`config.mk`:
```
export PLATFORM = sky130hd
export DESIGN_NAME = stmc_timer
export DESIGN_NICKNAME = d
export VERILOG_FILES = /design/src/rtl/stmc_timer.v
export VERILOG_INCLUDE_DIRS = /design/src /design/src/rtl
export SDC_FILE = /design/constraint.sdc
export NUM_CORES = 1
export LEC_CHECK = 0
export BUFFER_PORTS_ARGS = -buffer_cell sky130_fd_sc_hd__buf_2
export CORE_ASPECT_RATIO = 1.2
export CORE_MARGIN = 2
export CORE_UTILIZATION = 45
export DETAILED_ROUTE_END_ITERATION = 12
export PLACE_DENSITY = 0.7
export SYNTH_ARGS = -nofsm -noshare
export SYNTH_HDL_FRONTEND = slang
export SYNTH_SLANG_ARGS = --single-unit
```
`constraint.sdc`:
```
create_clock -name clk_i -period 2.76 [get_ports clk_i]
set_input_delay 0.138 -clock clk_i [delete_from_list [all_inputs] [get_ports clk_i]]
set_output_delay 0.138 -clock clk_i [all_outputs]
set_load 0.05 [all_outputs]
```
`src/rtl/stmc_consts.vh`:
```
// constants for the ten bit timer mode control block
`ifndef STMC_CONSTS_VH
`define STMC_CONSTS_VH
// register offsets on the plain register port
`define STMC_OFS_CTRL0 3'h0
`define STMC_OFS_CTRL1 3'h1
`define STMC_OFS_CNTL 3'h2
`define STMC_OFS_CNTH 3'h3
`define STMC_OFS_CMPAL 3'h4
`define STMC_OFS_CMPAH 3'h5
// control 0 fields
`define STMC_C0_RUN 3
`define STMC_C0_PER_HI 2
`define STMC_C0_PER_LO 0
// control 1 fields
`define STMC_C1_MODE_HI 7
`define STMC_C1_MODE_LO 6
`define STMC_C1_ACT_HI 5
`define STMC_C1_ACT_LO 4
`define STMC_C1_INIT 3
`define STMC_C1_INV 2
`define STMC_C1_SWAP 1
`define STMC_C1_CLR 0
// mode and pin action codes
`define STMC_MODE_CMP 2'h0
`define STMC_MODE_PWM 2'h2
`define STMC_MODE_TMR 2'h3
`define STMC_ACT_00 2'h0
`define STMC_ACT_01 2'h1
`define STMC_ACT_10 2'h2
`define STMC_ACT_11 2'h3
// reset values and counter limits
`define STMC_RST_BYTE 8'h00
`define STMC_CNT_ZERO 10'h000
`define STMC_CNT_MAX 10'h3ff
`define STMC_PER_ZERO 3'h0
`endif

```
`src/rtl/stmc_timer.v`:
```
// ten bit timer with mode, output pin control and counter read back
`include "stmc_consts.vh"

// Contract
// - run rising edge restores pin initial level
// - period bits compare counter bits nine..seven
// - period zero: clear on overflow only
// - mode field selects compare, pwm, timer
// - timer mode: pin, level, invert unused
// - pwm actions: inactive, active, pwm, pulse
// - same level as initial shows nothing
// - initial level sets pin before match
// - initial level selects pwm active level
// - invert bit inverts output pin
// - swap bit exchanges pwm period and duty
// - clear source: compare a or period
// - clear source ignored in pwm modes
// - low byte read only, counter bits low
// - high byte read latches low byte buffer
// - run rise zeroes counter, fall holds
// - ten bit up counter on timer clock
module stmc_timer (
	// clock and reset
	input wire clk_i,
	input wire rst_n_i,
	// timer count enable, one cycle per timer clock
	input wire tick_i,
	// register port
	input wire [2:0] addr_i,
	input wire [7:0] wdata_i,
	input wire wr_i,
	input wire rd_i,
	output reg [7:0] rdata_o,
	// timer output pin
	output reg pin_o,
	output reg pin_oe_n_o,
	// match events, one cycle pulses
	output reg match_a_o,
	output reg match_p_o
);

	reg [7:0] ctrl0_reg;
	reg [7:0] ctrl1_reg;
	reg [9:0] cmpa_reg;
	reg [7:0] wbuf_reg;
	reg [7:0] rbuf_reg;
	reg [9:0] cnt_reg;
	reg run_d_reg;
	reg level_reg;
	reg pulse_reg;
	reg tick_s1_reg;
	reg tick_s2_reg;
	reg tick_d_reg;

	wire run = ctrl0_reg[`STMC_C0_RUN];
	wire [2:0] per = ctrl0_reg[`STMC_C0_PER_HI:`STMC_C0_PER_LO];
	wire [1:0] mode = ctrl1_reg[`STMC_C1_MODE_HI:`STMC_C1_MODE_LO];
	wire [1:0] act = ctrl1_reg[`STMC_C1_ACT_HI:`STMC_C1_ACT_LO];
	wire init_lvl = ctrl1_reg[`STMC_C1_INIT];
	wire inv = ctrl1_reg[`STMC_C1_INV];
	wire swap = ctrl1_reg[`STMC_C1_SWAP];
	wire clr_sel = ctrl1_reg[`STMC_C1_CLR];
	wire run_rise = run & ~run_d_reg;
	wire pwm_mode = (mode == `STMC_MODE_PWM);
	wire cmp_mode = (mode == `STMC_MODE_CMP) | (mode == `STMC_MODE_TMR);
	// tick is re-timed here since the timer clock source may be a pin
	wire tick = tick_s2_reg & ~tick_d_reg;
	wire step = run & tick & ~run_rise;

	// comparators look at the count about to be reached, so a match clears at once
	// and the period is exactly value times 128 timer clocks
	wire [9:0] cnt_inc = cnt_reg + 10'h001;
	wire match_p = (per != `STMC_PER_ZERO) & (cnt_inc == {per, 7'h00});
	wire match_a = (cnt_inc == cmpa_reg) & (cmpa_reg != `STMC_CNT_ZERO);
	wire ovf = (cnt_reg == `STMC_CNT_MAX);

	// pwm duty compare: the clearing comparator sets the period, the other one the duty
	wire [9:0] per_ext = {per, 7'h00};
	wire [9:0] duty = swap ? per_ext : cmpa_reg;
	wire duty_full = (duty == `STMC_CNT_ZERO) & swap;
	wire pwm_act = duty_full | (cnt_reg < duty);

	// counter clear source
	function clr_hit;
		input is_pwm;
		input sel;
		input sw;
		input ma;
		input mp;
		input ov;
		begin
			if (is_pwm) begin
				clr_hit = sw ? ma : (mp | ov);
			end else begin
				clr_hit = sel ? ma : (mp | ov);
			end
		end
	endfunction

	wire clr_now = clr_hit(pwm_mode, clr_sel, swap, match_a, match_p, ovf);

	// timer clock enable synchroniser
	always @(posedge clk_i or negedge rst_n_i) begin
		if (!rst_n_i) begin
			tick_s1_reg <= 1'b0;
			tick_s2_reg <= 1'b0;
			tick_d_reg <= 1'b0;
		end else begin
			tick_s1_reg <= tick_i;
			tick_s2_reg <= tick_s1_reg;
			tick_d_reg <= tick_s2_reg;
		end
	end

	// register writes, compare a low byte goes through the write buffer
	always @(posedge clk_i or negedge rst_n_i) begin
		if (!rst_n_i) begin
			ctrl0_reg <= `STMC_RST_BYTE;
			ctrl1_reg <= `STMC_RST_BYTE;
			cmpa_reg <= `STMC_CNT_ZERO;
			wbuf_reg <= `STMC_RST_BYTE;
		end else if (wr_i) begin
			case (addr_i)
				`STMC_OFS_CTRL0: ctrl0_reg <= wdata_i;
				`STMC_OFS_CTRL1: ctrl1_reg <= wdata_i;
				`STMC_OFS_CMPAL: wbuf_reg <= wdata_i;
				`STMC_OFS_CMPAH: cmpa_reg <= {wdata_i[1:0], wbuf_reg};
				default: ;
			endcase
		end
	end

	// counter: run rise zeroes, stop holds the residual count
	always @(posedge clk_i or negedge rst_n_i) begin
		if (!rst_n_i) begin
			cnt_reg <= `STMC_CNT_ZERO;
			run_d_reg <= 1'b0;
		end else begin
			run_d_reg <= run;
			if (run_rise) begin
				cnt_reg <= `STMC_CNT_ZERO;
			end else if (step) begin
				if (clr_now) begin
					cnt_reg <= `STMC_CNT_ZERO;
				end else begin
					cnt_reg <= cnt_inc;
				end
			end
		end
	end

	// match pulses, taken once per timer clock so a held count does not repeat
	always @(posedge clk_i or negedge rst_n_i) begin
		if (!rst_n_i) begin
			match_a_o <= 1'b0;
			match_p_o <= 1'b0;
		end else begin
			match_a_o <= step & match_a;
			// clear on a suppresses the period pulse in every mode but pwm
			match_p_o <= step & match_p & ~(~pwm_mode & clr_sel);
		end
	end

	// output level, before inversion
	always @(posedge clk_i or negedge rst_n_i) begin
		if (!rst_n_i) begin
			level_reg <= 1'b0;
			pulse_reg <= 1'b0;
		end else if (run_rise) begin
			level_reg <= init_lvl;
			pulse_reg <= 1'b1;
		end else if (cmp_mode) begin
			// a request equal to the present level changes nothing
			if (step & match_a) begin
				case (act)
					`STMC_ACT_01: level_reg <= 1'b0;
					`STMC_ACT_10: level_reg <= 1'b1;
					`STMC_ACT_11: level_reg <= ~level_reg;
					default: level_reg <= level_reg;
				endcase
			end
		end else if (pwm_mode) begin
			// single pulse ends at the first counter clear
			if (step & clr_now) begin
				pulse_reg <= 1'b0;
			end
			case (act)
				`STMC_ACT_00: level_reg <= ~init_lvl;
				`STMC_ACT_01: level_reg <= init_lvl;
				`STMC_ACT_10: level_reg <= pwm_act ? init_lvl : ~init_lvl;
				default: level_reg <= (pulse_reg & run) ? init_lvl : ~init_lvl;
			endcase
		end
	end

	// pin drive: released in timer mode where the pin is not used
	always @(posedge clk_i or negedge rst_n_i) begin
		if (!rst_n_i) begin
			pin_o <= 1'b0;
			pin_oe_n_o <= 1'b1;
		end else if (mode == `STMC_MODE_TMR) begin
			pin_o <= 1'b0;
			pin_oe_n_o <= 1'b1;
		end else begin
			pin_o <= level_reg ^ inv;
			pin_oe_n_o <= 1'b0;
		end
	end

	// read data one cycle after the strobe; high byte read loads low buffer
	always @(posedge clk_i or negedge rst_n_i) begin
		if (!rst_n_i) begin
			rdata_o <= `STMC_RST_BYTE;
			rbuf_reg <= `STMC_RST_BYTE;
		end else if (rd_i) begin
			case (addr_i)
				`STMC_OFS_CTRL0: rdata_o <= ctrl0_reg;
				`STMC_OFS_CTRL1: rdata_o <= ctrl1_reg;
				`STMC_OFS_CNTL: rdata_o <= rbuf_reg;
				`STMC_OFS_CNTH: begin
					rdata_o <= {6'h00, cnt_reg[9:8]};
					rbuf_reg <= cnt_reg[7:0];
				end
				`STMC_OFS_CMPAL: rdata_o <= cmpa_reg[7:0];
				`STMC_OFS_CMPAH: rdata_o <= {6'h00, cmpa_reg[9:8]};
				default: rdata_o <= `STMC_RST_BYTE;
			endcase
		end else begin
			rdata_o <= `STMC_RST_BYTE;
		end
	end

endmodule // stmc_timer

```
==> impl_metrics.ini, run 1 <==
[status]
outcome = finished clean

[synthesis]
synth_area_leader_cell = dfrtp_1
syn_inst = 401
synth_edf_count = 0
yosysSeqAreaShare = 0.4291
synth_top_cells_by_area = dfrtp_1, mux2_2, ha_1
ys_seq_elements = 70
ys_types = 59
synthesis.nets = 430
yosys.area.top_type_share = 0.4227
synthTopCellsByCount = dfrtp_1, mux2_2, nor2_1, nand2_1, a21oi_1
async_flop_share = 1.000
synth.most_common_cell = dfrtp_1
ys.flop_type = dfrtp_1
avgSynthCellArea_um2 = 10.19
yosys_warnings = 0
syn_area_um2 = 4085

[timing]
finClkSkew_ps = 7.659
finalSetupTns_ps = 0
hold_ws_ps = 19.06
hold_viol = 0
setup_ws_ps = 107.1
setup_violations = 0
relSlewSlack = 0.4737
drv_slew = 0
fin_crit_sh = 0.9612
fmax_mhz = 376.9
finalCriticalPeriod_ps = 2653
worst_pin_slew_ps = 789.4

[placed_design]
dp_cells = 557
pre_cts_slack_ps = 54.39
gp_congestion = 1.020
hpwl_um = 7924
port_buffers = 27

[routing]
ant_nets = 0
drt_pass1_iterations = 4
vias = 3307
drtIter0Drc = 228
viasPerCell = 5.751
routedWlPerCell_um = 18.31
drc_errors = 0
wl_um = 10530

[global_route]
grt_pass1_wl_um = 16750
antenna_found_initial = 0
grt_pass1_vias = 3169
gr-total-overflow = 0
grt_max_degree = 32
track_usage = 0.2225

[clock_tree]
cts_inserted_buffers = 9
htree_levels = 3
clk_pin_slew_ps = 70
cts_tree = done
clock_latency_ps = 360
cts.path.max_buffers = 2
ctsRootBufferMaster = clkbuf_8
clock_sinks = 70
post_cts_buffers = 0

[pwr]
p_leak_nw = 2.087
total_power_mw = 3.156
power_density_nw_per_um2 = 667.0
peakVddDrop_v = 0.0004156

[min_path]
min_path_type = input pin to register

[cells_and_area]
diodes = 0
synthToLayoutAreaGrowth_pct = 15.80
final_cell_count_no_fill = 575
drive_gt1_frac = 0.2879
finalNetCount = 479

[run]
max_cap_violations = 0

[die]
die_h_um = 108.4
fp.dieArea_um2 = 9859
die_width_um = 90.98
core_um2 = 8939
io_pins = 28
rows = 38
start_util = 0.4570

[worst_setup_path]
critical_path_class = register to register
startpoint_type = register
cp_slowest_cell = dfrtp_1
crit_fanout = 18
end_kind = register
critPathArrivalTime_ps = 2900
cp_num_buf_inv = 1
crit_family = compound AO/OA/AOI/OAI gates
crit_required_ps = 3010
cpPeakStageDelay_ps = 480
crit_chain = buf_4 -> and3_1 -> a311o_1 -> nand3_1 -> or4_4 -> o311a_1 -> a31o_4 -> mux2_2
## final cells by class
type | instances | area [um^2]
flip-flops and latches | 70 | 1755
clock buffers | 11 | 141.4
multi-input cells | 300 | 2187
fillers | 835 | 4208
repair buffers | 61 | 407.9
clock inverters | 5 | 58.81
inverters | 8 | 30.03
well taps | 120 | 150.1
## stage by stage
step | util | area [um^2]
after floorplan | - | 4085
after global placement | 0.5029 | 4496
after detailed placement | 0.5029 | 4496
after CTS | 0.5276 | 4716
after global routing | 0.5293 | 4731
final | 0.5293 | 4731
## layer usage
| layer | track usage | up-vias | wire [um] |
|---|---|---|---|
| met3 | 0.03763 | 25 | 440 |
| met1 | 0.2857 | 1624 | 4637 |
| met2 | 0.3640 | 97 | 5117 |
| met5 | 0 | - | 0 |
| li1 | - | 1561 | - |
| met4 | 0.1136 | 0 | 333 |
## kinds of logic after synthesis
group | share of synthesized area
mux | 0.1427
xor+xnor | 0.03124
flops | 0.4291
simple gates | 0.1731
compound gates | 0.1455
buf+inv | 0.03859
fa+ha+maj | 0.03982
## where the power goes
| part | switching [mW] | internal [mW] | total, mW |
|---|---|---|---|
| logic | 0.478 | 0.445 | 0.923 |
| clock network | 0.388 | 0.442 | 0.830 |
| registers | 0.205 | 1.20 | 1.40 |
| total | 1.07 | 2.08 | 3.16 |
## layout by cell type (no fill, tap or decap), types with 3 or more instances in the layout
cell,n
a22oi_1,5
buf_2,27
nand2_1,23
mux2_2,42
nor4_1,3
nand2b_1,11
or4_1,3
inv_1,8
nor2b_1,11
xnor2_1,9
nand4_1,3
buf_4,31
clkbuf_8,10
nand3_1,16
o21ai_0,19
nor3_1,6
dfrtp_1,67
ha_1,12
and2_1,11
xor2_1,3
a21oi_1,21
a31oi_1,15
a211oi_1,4
nor2_1,25
nor3b_1,3
mux2i_1,11
a21o_1,3
## final timing paths
| check | slack, ps | endpoint | cells past startpoint | start |
|---|---|---|---|---|
| max | 110 | cnt_reg[0]$_DFFE_PN0P_ | 8 | cnt_reg[4]$_DFFE_PN0P_ |
| min reg2reg | 350 | tick_s2_reg$_DFF_PN0_ | 0 | tick_s1_reg$_DFF_PN0_ |
| min | 20 | ctrl1_reg[6]$_DFFE_PN0P_ | 3 | wdata_i[6] |
| max reg2reg | 110 | cnt_reg[0]$_DFFE_PN0P_ | 8 | cnt_reg[4]$_DFFE_PN0P_ |
| max in group asynchronous | 1670 | ctrl0_reg[3]$_DFFE_PN0P_ | 3 | rst_n_i |
| min in group asynchronous | 400 | cnt_reg[9]$_DFFE_PN0P_ | 2 | rst_n_i |
## timing repair
item                                   CTS  global route
hold buffers                             2             0
resized for setup                        0             5
endpoints found under the hold margin   29             0
setup endpoints to repair                0            12
## worst min-delay path, cell delays in order
cell,delay (ps)
buf_2,100
nand2_1,50
o21ai_0,60
No activity file was read; power rests on OpenSTA's default activity.
==> inputs of run 2 (changes only) <==
Settings changed: ABC_CLOCK_PERIOD_IN_PS set to 2760, PLACE_DENSITY 0.7 to 0.76.
==> impl_metrics.ini, run 2 (synthesized netlist as in run 1, its figures left out) <==
[cells_and_area]
diodes = 0
drive_gt1_frac = 0.2974
fill_cells = 840
layout_common_cells = dfrtp_1, mux2_2, buf_4
fin_area_um2 = 4780
final_cell_count_no_fill = 574
final_core_util = 0.5347
layout_commonest_cell = dfrtp_1
finalNetCount = 478
synthToLayoutAreaGrowth_pct = 17.00

[routing]
drt_pass1_iterations = 5
vias = 3435
ant_nets = 0
viasPerCell = 5.984
wl_um = 10990
routedWlPerCell_um = 19.15
drtIter0Drc = 278
drc_errors = 0

[global_route]
grt_max_degree = 28
grt_pass1_wl_um = 17150
gr-total-overflow = 0
antenna_found_initial = 0
track_usage = 0.2260
grt_pass1_vias = 3272

[pwr]
total_power_mw = 3.348
p_leak_nw = 2.098
power_density_nw_per_um2 = 700.5
peakVddDrop_v = 0.0006035

[die]
die_width_um = 90.98
core_um2 = 8939
die_h_um = 108.4
rows = 38
start_util = 0.4570
fp.dieArea_um2 = 9859
io_pins = 28

[placed_design]
hpwl_um = 7986
pre_cts_slack_ps = -42.29
gp_congestion = 0.9599
dp_cells = 553
place_area_um2 = 4453
port_buffers = 27

[worst_setup_path]
crit_required_ps = 3000
critical_path_class = register to register
end_kind = register
crit_fanout = 9
startpoint_type = register
critPathArrivalTime_ps = 2930

[clock_tree]
clock_latency_ps = 360
cts_inserted_buffers = 9
clock_sinks = 70
htree_levels = 3
cts_tree = done
cts.path.max_buffers = 2
ctsRootBufferMaster = clkbuf_8
clk_pin_slew_ps = 80

[timing]
fin_crit_sh = 0.9748
finClkSkew_ps = 8.660
hold_ws_ps = 31.67
setup_ws_ps = 69.55
fmax_mhz = 371.7
worst_pin_slew_ps = 802.0
hold_viol = 0
setup_violations = 0
finalCriticalPeriod_ps = 2690
relSlewSlack = 0.4634
drv_slew = 0
finalSetupTns_ps = 0

[status]
outcome = finished clean

[run]
max_cap_violations = 0

[min_path]
min_path_type = input pin to register
-- run 2: cell count changes in the layout (fill, tap and decap cells not counted), moves of 2 or more --
cell,change
buf_4,-2
o311ai_0,-2
o311ai_1,+2
dfrtp_2,+2
dfrtp_1,-2
bufinv_16,+2
-- run 2: final cells by class --
cell class              instances  area [um^2]  area share
multi-input cells             301         2218      0.4641
flip-flops and latches         70         1758      0.3678
repair buffers                 59        384.1     0.08037
well taps                     120        150.1     0.03141
clock buffers                  10        127.6     0.02670
clock inverters                 6        111.4     0.02330
inverters                       8        30.03    0.006283
-- run 2: worst paths after layout --
| path | endpoint | cells after the start | slack [ps] | from |
|---|---|---|---|---|
| worst max-delay path | cnt_reg[6]$_DFFE_PN0P_ | 8 | 70 | cnt_reg[0]$_DFFE_PN0P_ |
| worst min-delay path | ctrl1_reg[6]$_DFFE_PN0P_ | 3 | 30 | wdata_i[6] |
| worst max register to register | cnt_reg[6]$_DFFE_PN0P_ | 8 | 70 | cnt_reg[0]$_DFFE_PN0P_ |
| worst min register to register | tick_s2_reg$_DFF_PN0_ | 0 | 350 | tick_s1_reg$_DFF_PN0_ |
| max in group asynchronous | pin_oe_n_o$_DFF_PN1_ | 3 | 1750 | rst_n_i |
| min in group asynchronous | cnt_reg[4]$_DFFE_PN0P_ | 2 | 250 | rst_n_i |
-- run 2: repair_timing --
item	CTS	global route
gates resized for setup	2	13
endpoints found under the setup margin	11	12
setup buffers	0	2
cloned	0	1
hold buffers	2	0
hold endpoints to repair	18	0
pin swaps	0	9
-- run 2: worst max-delay path, stage by stage, from the launching register on --
cell,delay [ps]
dfrtp_2,460
ha_4,210
o21ai_0,240
a22oi_1,150
or4_4,560
o311a_1,400
a31o_2,320
a21oi_1,170
a31oi_1,50
-- run 2: layer usage --
layer / share of wire / vias to the layer above / global-route usage
met3: 0.055 / 32 / 0.04251
li1: - / 1570 / -
met4: 0.040 / 0 / 0.1212
met5: 0 / - / 0
met1: 0.41 / 1679 / 0.2787
met2: 0.50 / 154 / 0.3772
-- run 2: where the power goes --
part	total (mW)	switching [mW]	internal (mW)	leakage (nW)
Sequential	1.42	0.222	1.20	0.882
Clock	0.996	0.395	0.600	0.116
Combinational	0.932	0.487	0.445	1.10
Total	3.35	1.10	2.24	2.10
==> inputs of run 3 (changes only) <==
Settings changed: RECOVER_POWER set to 25.
==> impl_metrics.ini, run 3 (synthesized netlist as in run 1, its figures left out) <==
[timing]
setup_ws_ps = 57.88
hold_viol = 0
fin_crit_sh = 0.9790
drv_slew = 0
finClkSkew_ps = 8.240
relSlewSlack = 0.3267
fmax_mhz = 370.1
worst_pin_slew_ps = 1010
setup_violations = 0
finalCriticalPeriod_ps = 2702

[pwr]
p_leak_nw = 2.044
power_density_nw_per_um2 = 702.3
peakVddDrop_v = 0.0006033
total_power_mw = 3.342

[global_route]
grt_pass1_wl_um = 17150
gr-total-overflow = 0
track_usage = 0.2260
grt_pass1_vias = 3272
grt_max_degree = 28
antenna_found_initial = 0

[die]
rows = 38
core_um2 = 8939
die_width_um = 90.98
start_util = 0.4570
fp.dieArea_um2 = 9859
die_h_um = 108.4
io_pins = 28

[worst_setup_path]
critPathArrivalTime_ps = 2940
crit_family = compound AO/OA/AOI/OAI gates
startpoint_type = register
cp_num_buf_inv = 0
crit_chain = ha_4 -> o21ai_0 -> a22oi_1 -> or4_4 -> o311a_1 -> a31o_2 -> a21oi_1 -> a31oi_1
crit_required_ps = 3000
r2r_slack_ps = 60
cpPeakStageDelay_ps = 560
crit_fanout = 9
critical_path_class = register to register
cp_slowest_cell = or4_4
end_kind = register

[cells_and_area]
drive_gt1_frac = 0.2687
synthToLayoutAreaGrowth_pct = 16.48
fill_cells = 845
layout_commonest_cell = dfrtp_1
finalNetCount = 478
multi_input_area_um2 = 2218
fin_area_um2 = 4758
diodes = 0
layout_common_cells = dfrtp_1, mux2_2, buf_4
regArea_um2 = 1758

[routing]
drc_errors = 0
route.met2.wl_um = 5501
viasPerCell = 5.995
wl_um = 11020
routedWlPerCell_um = 19.20
met1_length_um = 4381
drtIter0Drc = 280
met3WireLength_um = 675
drt_pass1_iterations = 5
top_layer = met4
ant_nets = 0
vias = 3441

[status]
outcome = finished clean

[placed_design]
port_buffers = 27
gp_congestion = 0.9599
hpwl_um = 7986
place_area_um2 = 4453
pre_cts_slack_ps = -42.29

[clock_tree]
clk_pin_slew_ps = 80
htree_levels = 3
clock_latency_ps = 360
cts_inserted_buffers = 9
cts_tree = done
ctsRootBufferMaster = clkbuf_8
cts.path.max_buffers = 2
clock_sinks = 70

[run]
max_cap_violations = 0

[min_path]
min_path_type = input pin to register
==> run 3: changes by cell type in the layout (fill, tap and decap cells not counted) <==
cell | previous run | this run
buf_2 | 27 | 15
buf_4 | 29 | 27
and2_0 | 0 | 1
and2_1 | 11 | 10
clkbuf_2 | 0 | 1
clkbuf_1 | 1 | 14
==> run 3: path summary, 6_finish.rpt <==
kind	start	end	cells after the start
worst max-delay path	cnt_reg[0]$_DFFE_PN0P_	cnt_reg[6]$_DFFE_PN0P_	8
worst min-delay path	wdata_i[6]	ctrl1_reg[6]$_DFFE_PN0P_	3
worst max register to register	cnt_reg[0]$_DFFE_PN0P_	cnt_reg[6]$_DFFE_PN0P_	8
worst min register to register	tick_s1_reg$_DFF_PN0_	tick_s2_reg$_DFF_PN0_	0
max in group asynchronous	rst_n_i	cnt_reg[8]$_DFFE_PN0P_	3
min in group asynchronous	rst_n_i	cnt_reg[4]$_DFFE_PN0P_	2
==> run 3: worst reg2reg max path, stage by stage, from the launching register on <==
cell,delay (ps)
dfrtp_2,460
ha_4,220
o21ai_0,240
a22oi_1,150
or4_4,560
o311a_1,400
a31o_2,320
a21oi_1,170
a31oi_1,50
==> run 3: repair_timing <==
item / CTS / global route
endpoints found under the setup margin: 11 / 12
gates resized for setup: 2 / 13
endpoints found under the hold margin: 18 / 0
pin swaps: 0 / 9
hold buffers: 2 / 0
buffers inserted: 0 / 2
gates cloned: 0 / 1
==> run 3: final cells by class <==
| cell class | count | area share |
|---|---|---|
| timing repair buffer | 59 | 0.07626 |
| clock buffer | 10 | 0.02682 |
| inverter | 8 | 0.006311 |
| tap | 120 | 0.03155 |
| clock inverter | 6 | 0.02340 |
| sequential | 70 | 0.3694 |
| multi-input combinational | 301 | 0.4662 |
==> run 3: layer usage <==
layer / vias to the layer above / GRT usage
met2: 171 / 0.3772
li1: 1567 / -
met5: - / 0
met1: 1669 / 0.2787
met4: 0 / 0.1212
met3: 34 / 0.04251
==> run 3: report_power, final <==
| group | switching (mW) | internal (mW) | leakage [nW] | total, mW |
|---|---|---|---|---|
| logic | 0.486 | 0.439 | 1.05 | 0.925 |
| registers | 0.225 | 1.20 | 0.882 | 1.42 |
| clock network | 0.393 | 0.600 | 0.116 | 0.993 |
| total | 1.10 | 2.24 | 2.04 | 3.34 |
==> run 3: per-stage QoR <==
stage	setup TNS (ps)	hold slack, ps	instances	utilization
final	0	33.09	574	0.5323
after global placement	-3.991	98.26	553	0.4982
after floorplan	0	-157.6	401	-
after detailed placement	-88.47	93.50	553	0.4982
after global routing	-25.07	29.33	574	0.5323
after CTS	0	13.87	571	0.5276
